<file path="config.mk">
export PLATFORM = sky130hd
export DESIGN_NAME = ir_receive_capture_burst_count
export DESIGN_NICKNAME = d
export VERILOG_FILES = /design/src/ir_rx_pkg.sv /design/src/ir_event_if.sv /design/src/ir_receive_capture_burst_count.sv /design/src/ir_edge_qualify.sv
export VERILOG_INCLUDE_DIRS = /design/src
export SDC_FILE = /design/constraint.sdc
export NUM_CORES = 1
export LEC_CHECK = 0
export BUFFER_PORTS_ARGS = -buffer_cell sky130_fd_sc_hd__clkbuf_2
export CAP_MARGIN = 15
export CORE_ASPECT_RATIO = 0.6
export CORE_MARGIN = 5
export CORE_UTILIZATION = 53
export CTS_BUF_LIST = sky130_fd_sc_hd__clkbuf_4 sky130_fd_sc_hd__clkbuf_8
export CTS_CLUSTER_DIAMETER = 30
export DETAILED_ROUTE_END_ITERATION = 16
export PLACE_DENSITY = 0.86
export REMOVE_ABC_BUFFERS = 1
export SLEW_MARGIN = 25
export SYNTH_ARGS = -nofsm -noshare
export SYNTH_HDL_FRONTEND = slang
export SYNTH_SLANG_ARGS = --single-unit
</file>
<file path="constraint.sdc">
create_clock -name clk_i -period 1.8 [get_ports clk_i]
set_input_delay 0.09 -clock clk_i [delete_from_list [all_inputs] [get_ports clk_i]]
set_output_delay 0.09 -clock clk_i [all_outputs]
set_load 0.02 [all_outputs]
</file>
<file path="src/ir_rx_params.svh">
// Constants of the IR receive capture block: offsets, fields, resets.
// Assumes a 32-bit classic Wishbone bus with byte addresses.
//
// Contract
// - Qualified event copies timer into capture
// - Reload timer to zero when reload bit set
// - Timer keeps counting after capture or reload
// - Wrap before event sets overflow, maybe interrupt
// - Receive runs until transmit chosen or disabled
// - Burst mode off: normal capture on events
// - Burst mode on: no capture, flag changes meaning
// - Burst mode: capture register counts qualified edges
// - Two carrier periods without edge set flag
// - Source bit picks clock or carrier cycles
// - Burst mode still honours reload and edge field
`ifndef IR_RX_PARAMS_SVH
`define IR_RX_PARAMS_SVH

// Register byte offsets
`define IRR_OFF_CTRL     8'h00
`define IRR_OFF_CARRIER  8'h04
`define IRR_OFF_TIMER    8'h08
`define IRR_OFF_CAPTURE  8'h0C
`define IRR_OFF_STATUS   8'h10
`define IRR_OFF_CLEAR    8'h14
`define IRR_OFF_INTEN    8'h18

// Control field positions
`define IRR_CTRL_ENABLE  0
`define IRR_CTRL_TXMODE  1
`define IRR_CTRL_RELOAD  2
`define IRR_CTRL_BURST   3
`define IRR_CTRL_SOURCE  4
`define IRR_CTRL_EDGE_LO 5
`define IRR_CTRL_EDGE_HI 6

// Status bit positions
`define IRR_ST_EVENT     0
`define IRR_ST_OVF       1

// Reset values and counts
`define IRR_CTRL_RST     7'h00
`define IRR_CARRIER_RST  16'h0000
`define IRR_GAP_PERIODS  2'h2

`endif

</file>
<file path="src/ir_rx_pkg.sv">
// Types shared by the IR receive capture modules.
// Assumes ir_rx_params.svh supplies the numeric constants.
package ir_rx_pkg;

    // Edge qualification choices
    typedef enum logic [1:0] {
        EDGE_RISE  = 2'h0,
        EDGE_FALL  = 2'h1,
        EDGE_BOTH  = 2'h2,
        EDGE_BOTH2 = 2'h3
    } edge_sel_t;

    // Burst-mode carrier gap tracking
    typedef enum logic [2:0] {
        GAP_IDLE  = 3'b001,
        GAP_COUNT = 3'b010,
        GAP_SPACE = 3'b100
    } gap_state_t;

endpackage

</file>
<file path="src/ir_event_if.sv">
// Carrier between the edge qualifier and the receive core.
// Assumes both ends share one clock.
`timescale 1ns/10ps
interface ir_event_if;
    import ir_rx_pkg::*;
    logic        run;          // Receive active
    edge_sel_t   edge_sel;     // Polarity choice
    logic [15:0] carrier_period;
    logic        qual_edge;    // One-cycle qualified edge
    logic        carrier_tick; // One-cycle carrier period end

    modport qualifier (input run, edge_sel, carrier_period,
                       output qual_edge, carrier_tick);
    modport core (output run, edge_sel, carrier_period,
                  input qual_edge, carrier_tick);
endinterface

</file>
<file path="src/ir_receive_capture_burst_count.sv">
// IR receive timer with capture, reload, overflow and burst count.
// Assumes a classic Wishbone master and a synchronous IR input.
//
// Our own choices: the Wishbone slave port and the placing of the registers.
`timescale 1ns/10ps
`include "ir_rx_params.svh"
module ir_receive_capture_burst_count
    import ir_rx_pkg::*;
#(
    parameter int TIMER_W = 16
)
(
    input  wire logic        clk_i,
    input  wire logic        rst_i,
    // Wishbone slave
    input  wire logic        cyc_i,
    input  wire logic        stb_i,
    input  wire logic        we_i,
    input  wire logic [7:0]  adr_i,
    input  wire logic [3:0]  sel_i,
    input  wire logic [31:0] dat_i,
    output logic      [31:0] dat_o,
    output logic             ack_o,
    // IR input pin
    input  wire logic        ir_in_i,
    // Interrupt and state
    output logic             irq_o,
    output logic             rx_active_o
);

    ir_event_if ev ();

    // Control register fields
    logic               enable_reg;
    logic               tx_mode_reg;
    logic               reload_on_event_reg;
    logic               burst_count_mode_reg;
    logic               count_source_select_reg;
    logic [1:0]         edge_select_field_reg;
    logic [15:0]        carrier_period_setting_reg;
    logic [1:0]         inten_reg;

    // Core state
    logic [TIMER_W-1:0] ir_timer_count_reg;
    logic [TIMER_W-1:0] mark_space_capture_reg;
    logic               ir_event_flag_reg;
    logic               timer_overflow_flag_reg;
    gap_state_t         gap_state_reg;
    gap_state_t         gap_state_next;
    logic [1:0]         gap_cnt_reg;
    logic               ack_reg;
    logic [31:0]        rdata_reg;

    // Bus decode
    logic               bus_req;
    logic               wr_en;
    logic               wr_lo;
    logic               wr_hi;
    logic               ctrl_wr;
    logic               clear_wr;

    // Timer strobes
    logic               run;
    logic               step;
    logic               wrap;
    logic               space_hit;
    logic               capture_set;

    // Request, write and byte lane decode
    assign bus_req  = cyc_i & stb_i;
    assign wr_en    = bus_req & we_i & ack_reg;
    assign wr_lo    = wr_en & sel_i[0];
    assign wr_hi    = wr_en & sel_i[1];
    assign ctrl_wr  = wr_lo && (adr_i == `IRR_OFF_CTRL);
    assign clear_wr = wr_lo && (adr_i == `IRR_OFF_CLEAR);

    // One-cycle acknowledge, dropped the cycle after
    always_ff @(posedge clk_i) begin
        if (rst_i) begin
            ack_reg <= 1'b0;
        end else begin
            ack_reg <= bus_req & ~ack_reg;
        end
    end

    assign ack_o = ack_reg;

    // Control register writes
    always_ff @(posedge clk_i) begin
        if (rst_i) begin
            enable_reg              <= 1'b0;
            tx_mode_reg             <= 1'b0;
            reload_on_event_reg     <= 1'b0;
            burst_count_mode_reg    <= 1'b0;
            count_source_select_reg <= 1'b0;
            edge_select_field_reg   <= 2'h0;
        end else if (ctrl_wr) begin
            enable_reg              <= dat_i[`IRR_CTRL_ENABLE];
            tx_mode_reg             <= dat_i[`IRR_CTRL_TXMODE];
            reload_on_event_reg     <= dat_i[`IRR_CTRL_RELOAD];
            burst_count_mode_reg    <= dat_i[`IRR_CTRL_BURST];
            count_source_select_reg <= dat_i[`IRR_CTRL_SOURCE];
            edge_select_field_reg   <= dat_i[`IRR_CTRL_EDGE_HI:`IRR_CTRL_EDGE_LO];
        end
    end

    // Carrier period, byte lanes honoured
    always_ff @(posedge clk_i) begin
        if (rst_i) begin
            carrier_period_setting_reg <= `IRR_CARRIER_RST;
        end else if (adr_i == `IRR_OFF_CARRIER) begin
            if (wr_lo) begin
                carrier_period_setting_reg[7:0] <= dat_i[7:0];
            end
            if (wr_hi) begin
                carrier_period_setting_reg[15:8] <= dat_i[15:8];
            end
        end
    end

    // Interrupt enable register
    always_ff @(posedge clk_i) begin
        if (rst_i) begin
            inten_reg <= 2'h0;
        end else if (wr_lo && adr_i == `IRR_OFF_INTEN) begin
            inten_reg <= dat_i[1:0];
        end
    end

    // Receive runs while enabled and not in transmit
    assign run = enable_reg & ~tx_mode_reg;
    assign rx_active_o = run;

    // Drive the qualifier side of the carrier
    assign ev.run            = run;
    assign ev.edge_sel       = edge_sel_t'(edge_select_field_reg);
    assign ev.carrier_period = carrier_period_setting_reg;

    ir_edge_qualify u_qualify (
        .clk_i   (clk_i),
        .rst_i   (rst_i),
        .ir_in_i (ir_in_i),
        .ev      (ev.qualifier)
    );

    // Count source: every clock or every carrier period
    assign step = run & (count_source_select_reg ? ev.carrier_tick : 1'b1);

    // Wrap from all ones without a qualified event
    assign wrap = step & (&ir_timer_count_reg) & ~ev.qual_edge;

    // IR timer: reload on event, otherwise free counting
    always_ff @(posedge clk_i) begin
        if (rst_i) begin
            ir_timer_count_reg <= '0;
        end else if (ev.qual_edge && reload_on_event_reg) begin
            ir_timer_count_reg <= '0;
        end else if (step) begin
            ir_timer_count_reg <= ir_timer_count_reg + TIMER_W'(1);
        end
    end

    // Capture in normal mode, edge counter in burst mode
    always_ff @(posedge clk_i) begin
        if (rst_i) begin
            mark_space_capture_reg <= '0;
        end else if (ctrl_wr && dat_i[`IRR_CTRL_BURST] && !burst_count_mode_reg) begin
            // Fresh edge count on entering burst mode
            mark_space_capture_reg <= '0;
        end else if (ev.qual_edge) begin
            if (burst_count_mode_reg) begin
                mark_space_capture_reg <= mark_space_capture_reg + TIMER_W'(1);
            end else begin
                mark_space_capture_reg <= ir_timer_count_reg;
            end
        end
    end

    // Next state of the carrier gap tracker
    always_comb begin
        gap_state_next = gap_state_reg;
        unique case (gap_state_reg)
            GAP_IDLE: begin
                if (ev.qual_edge) begin
                    gap_state_next = GAP_COUNT;
                end
            end
            GAP_COUNT: begin
                if (ev.qual_edge) begin
                    gap_state_next = GAP_COUNT;
                end else if (space_hit) begin
                    gap_state_next = GAP_SPACE;
                end
            end
            GAP_SPACE: begin
                if (ev.qual_edge) begin
                    gap_state_next = GAP_COUNT;
                end
            end
            default: gap_state_next = GAP_IDLE;
        endcase
    end

    // Second carrier period ends with no edge
    assign space_hit = (gap_state_reg == GAP_COUNT) && ev.carrier_tick && !ev.qual_edge
                       && (gap_cnt_reg == `IRR_GAP_PERIODS - 2'h1);

    // Gap state, idle outside burst receive
    always_ff @(posedge clk_i) begin
        if (rst_i || !run || !burst_count_mode_reg) begin
            gap_state_reg <= GAP_IDLE;
        end else begin
            gap_state_reg <= gap_state_next;
        end
    end

    // Carrier periods since the last qualified edge
    always_ff @(posedge clk_i) begin
        if (rst_i || ev.qual_edge || gap_state_reg != GAP_COUNT) begin
            gap_cnt_reg <= 2'h0;
        end else if (ev.carrier_tick) begin
            gap_cnt_reg <= gap_cnt_reg + 2'h1;
        end
    end

    // Event flag meaning depends on the mode
    assign capture_set = burst_count_mode_reg
                       ? (burst_count_mode_reg & space_hit)
                       : ev.qual_edge;

    // Event flag, set wins over clear
    always_ff @(posedge clk_i) begin
        if (rst_i) begin
            ir_event_flag_reg <= 1'b0;
        end else if (capture_set) begin
            ir_event_flag_reg <= 1'b1;
        end else if (clear_wr && dat_i[`IRR_ST_EVENT]) begin
            ir_event_flag_reg <= 1'b0;
        end
    end

    // Overflow flag, set wins over clear
    always_ff @(posedge clk_i) begin
        if (rst_i) begin
            timer_overflow_flag_reg <= 1'b0;
        end else if (wrap) begin
            timer_overflow_flag_reg <= 1'b1;
        end else if (clear_wr && dat_i[`IRR_ST_OVF]) begin
            timer_overflow_flag_reg <= 1'b0;
        end
    end

    // Level interrupt from enabled sticky bits
    always_ff @(posedge clk_i) begin
        if (rst_i) begin
            irq_o <= 1'b0;
        end else begin
            irq_o <= (ir_event_flag_reg & inten_reg[`IRR_ST_EVENT])
                   | (timer_overflow_flag_reg & inten_reg[`IRR_ST_OVF]);
        end
    end

    // Read data latched on the request cycle
    always_ff @(posedge clk_i) begin
        if (rst_i) begin
            rdata_reg <= 32'h0000_0000;
        end else if (bus_req && !ack_reg) begin
            rdata_reg <= 32'h0000_0000;
            unique case (adr_i)
                `IRR_OFF_CTRL: begin
                    rdata_reg[6:0] <= {edge_select_field_reg,
                                       count_source_select_reg,
                                       burst_count_mode_reg,
                                       reload_on_event_reg,
                                       tx_mode_reg,
                                       enable_reg};
                end
                `IRR_OFF_CARRIER: begin
                    rdata_reg[15:0] <= carrier_period_setting_reg;
                end
                `IRR_OFF_TIMER: begin
                    rdata_reg[TIMER_W-1:0] <= ir_timer_count_reg;
                end
                `IRR_OFF_CAPTURE: begin
                    rdata_reg[TIMER_W-1:0] <= mark_space_capture_reg;
                end
                `IRR_OFF_STATUS: begin
                    rdata_reg[1:0] <= {timer_overflow_flag_reg, ir_event_flag_reg};
                end
                `IRR_OFF_INTEN: begin
                    rdata_reg[1:0] <= inten_reg;
                end
                default: begin
                    // Clear register and unmapped offsets read zero
                    rdata_reg <= 32'h0000_0000;
                end
            endcase
        end
    end

    assign dat_o = rdata_reg;

endmodule // ir_receive_capture_burst_count

</file>
<file path="src/ir_edge_qualify.sv">
// Edge qualifier and carrier period divider.
// Assumes ir_in_i is synchronous to clk_i.
`timescale 1ns/10ps
module ir_edge_qualify
    import ir_rx_pkg::*;
(
    input  wire logic clk_i,
    input  wire logic rst_i,
    input  wire logic ir_in_i,
    ir_event_if.qualifier ev
);

    logic        in_prev_reg;
    logic [15:0] div_cnt_reg;
    logic        rise;
    logic        fall;

    // Previous input level
    always_ff @(posedge clk_i) begin
        if (rst_i) begin
            in_prev_reg <= 1'b0;
        end else begin
            in_prev_reg <= ir_in_i;
        end
    end

    assign rise = ir_in_i & ~in_prev_reg;
    assign fall = ~ir_in_i & in_prev_reg;

    // Polarity match against the chosen field
    always_comb begin
        unique case (ev.edge_sel)
            EDGE_RISE: ev.qual_edge = ev.run & rise;
            EDGE_FALL: ev.qual_edge = ev.run & fall;
            default:   ev.qual_edge = ev.run & (rise | fall);
        endcase
    end

    // Carrier period divider, period+1 clocks per tick
    always_ff @(posedge clk_i) begin
        if (rst_i || !ev.run || div_cnt_reg == ev.carrier_period) begin
            div_cnt_reg <= 16'h0000;
        end else begin
            div_cnt_reg <= div_cnt_reg + 16'h0001;
        end
    end

    assign ev.carrier_tick = ev.run && (div_cnt_reg == ev.carrier_period);

endmodule // ir_edge_qualify

</file>
==> impl_metrics.tcl <==
set metrics [dict create \
    cts.sinks 99 \
    status "complete, but fails checks" \
    die_area_um2 11900 \
    fin_tns_setup_ns -7.81 \
    slew_viol_final 0 \
    vias_per_cell 6.54 \
    required_ns 2.12 \
    cp_max_fo 7 \
    synth_edf_count 0 \
    synth.area.top_cells "dfxtp_1, mux2i_1, nor2_1" \
    hp-class "in2reg" \
    post-place-ws_ns -0.280 \
    drive_gt1_share_pct 36.1 \
    hold_violations 0 \
    vias 5940 \
    yosysSeqAreaShare_pct 38.3 \
    wl_per_cell_um 22.4 \
    cts_tree "done" \
    ir_drop_uv 500 \
    fin_total_pwr_mw 3.93 \
    fin_crit_ns 2.16 \
    yosysTopAreaCell "dfxtp_1" \
    placed_cell_area_um2 6170 \
    dp_hpwl_um 12500 \
    start_util_pct 55.3 \
    drv_cap 0 \
    yosysUniqueCellTypes 50 \
    die_x_um 138 \
    slew_headroom_pct 61.7 \
    max_stage_delay_ns 0.49 \
    clkLatencyLatePin_ns 0.39 \
    clock.fmax_ghz 0.464 \
    synth-seq-cells 99 \
    overflow 0 \
    root_buffer "clkbuf_8" \
    numPortBuffers 50 \
    grt_max_degree 29 \
    core_um2 9360 \
    grt_pass1_vias 5679 \
    io_pins 85 \
    area_growth_pct 38.3 \
    diodes 0 \
    cp_num_buf_inv 1 \
    p_leak_nw 2.89 \
    cts_buffers 9 \
    fin_skew_ns 0.00716 \
    ant_nets 0 \
    cp_top_family "simple AND/OR/NAND/NOR gates" \
    fin_ws_ns -0.357 \
    place_congestion 0.955 \
    end_kind "register" \
    die-height_um 86.5 \
    powerDensity_nw_per_um2 550 \
    drc 0 \
    violations "negative setup slack" \
    async_reset_ff_share_pct 0 \
    clockBufferDepth 2 \
    synthFlopType "dfxtp_1" \
    grt_pass1_wl_um 28400 \
    syn_area_per_cell_um2 8.44 \
    drt_wl_total_um 20300 \
    syn_area_um2 5170 \
    layout_worst_path_cycle_share_pct 120 \
    drt_iter0_drc 785 \
    setup_violations 51 \
    worstSetupPathType "reg2reg" \
    gr-usage-all-layers_pct 31.1 \
    design_area_um2 7160 \
    h-tree-depth 3 \
    yosys.area.top_type_share_pct 38.3 \
    worstSetupStartpointType "register" \
    rsz0062_at_grt "true" \
    antenna_found_initial 0 \
    crit_path_cell_trace "xor2_1 > nor4_2 > a41oi_4 > clkbuf_16 > or4_1 > o21ai_1" \
    syn_inst 613 \
    yosys_warnings 0 \
    rows 27 \
    worstMarginPinSlew_ns 0.569 \
    crit_arrival_ns 2.47 \
    crit_slowest_cell "or4_1" \
    path_clk_slew_ns 0.09 \
    final_nets 829 \
    detail_route.first_pass.iterations 7 \
]
## worst paths after layout
kind / startpoint / cells after the start / end / slack (ns)
setup / recovery: carrier_period_setting_reg[4] / 6 / timer_overflow_flag_reg / -0.36
hold / removal: dat_i[1] / 3 / inten_reg[1] / 0.04
setup reg to reg: carrier_period_setting_reg[4] / 6 / timer_overflow_flag_reg / -0.36
hold reg to reg: dat_o[2] / 2 / dat_o[2] / 0.50
## metal layers
metal	track usage, %	part of all wire [%]
met1	38.1	37
met2	49.7	45
met3	11.3	13
met4	12.7	5.3
met5	0	0
## layout make-up
cell class | instances | area [µm²]
clock inverter | 2 | 10.0
multi-input combinational | 460 | 3340
clock buffer | 14 | 174
sequential | 99 | 1990
timing repair buffer | 186 | 1420
inverter | 17 | 63.8
tap | 130 | 163
fill | 584 | 2200
## cell usage after synthesis (all sizes together) (4+ instances only)
master / instances
dfxtp: 99
nor2: 84
a21oi: 41
mux2i: 37
buf: 32
o21ai: 26
nand3: 25
nand2: 21
clkbuf: 20
nor3: 20
xor2: 19
inv: 16
nand4: 15
a211oi: 13
nor4: 13
or4: 12
a22oi: 11
and3: 11
xnor2: 11
or3: 9
and2: 8
o31ai: 8
ha: 6
mux2: 6
a222oi: 5
a2bb2oi: 5
and4: 5
nand2b: 5
o211ai: 4
## layout by cell type, fill, tap and decap left out, types with 6 or more instances in the layout
cell,n
nor3_1,14
buf_6,13
clkbuf_2,50
xor2_1,10
a211oi_1,10
mux2i_1,37
clkbuf_8,11
o21ai_0,14
nand2_1,20
nor2_1,83
xnor2_1,11
o21ai_1,9
buf_4,103
nor4_4,7
dfxtp_1,91
conb_1,16
inv_1,15
nand3_1,25
and3_1,10
a21oi_2,15
o31ai_1,6
nor3_2,6
nand4_1,15
a22oi_2,6
or4_4,6
and2_1,8
dfxtp_2,8
xor2_2,9
or4_1,6
dlygate4sd3_1,14
a21oi_1,26
## kinds of logic (layout without fill, tap and decap cells)
| logic type | after synthesis | after routing | share of synthesized area (%) |
|---|---|---|---|
| flops | 99 | 99 | 38.3 |
| mux | 43 | 43 | 8.46 |
| other cells | 1 | 16 | 0.0725 |
| fa+ha+maj | 6 | 6 | 1.45 |
| simple gates | 237 | 237 | 24.1 |
| buf+inv | 69 | 219 | 6.55 |
| compound gates | 128 | 128 | 16.0 |
| xor+xnor | 30 | 30 | 5.08 |
## worst reg2reg max path: stages (launching register included)
cell       delay, ns
dfxtp_2         0.34
xor2_1          0.21
nor4_2          0.42
a41oi_4         0.25
clkbuf_16       0.23
or4_1           0.49
o21ai_1         0.16
## stage by stage
stage | util, % | instances | hold slack, ns
2_1_floorplan | - | 576 | 0.157
3_3_place_gp | 65.9 | 861 | 0.323
3_5_place_dp | 65.9 | 861 | 0.326
4_1_cts | 72.2 | 901 | 0.0107
5_1_grt | 76.5 | 908 | 0.0217
6_report | 76.5 | 908 | 0.0384
## report_power, final
group	total (mW)	internal (mW)	leakage, nW	switching (mW)
registers	2.22	2.21	0.803	0.0130
logic	0.306	0.111	1.98	0.194
clock network	1.41	0.622	0.101	0.786
total	3.93	2.94	2.89	0.993
## timing repair
item | in CTS | in global routing
pin swaps | 20 | 41
gates cloned | 1 | 3
setup buffers | 9 | 5
gates resized for setup | 43 | 79
endpoints found under the hold margin | 18 | 0
hold buffers | 14 | 0
setup endpoints to repair | 50 | 53
Power figures use the tool's default switching activity.
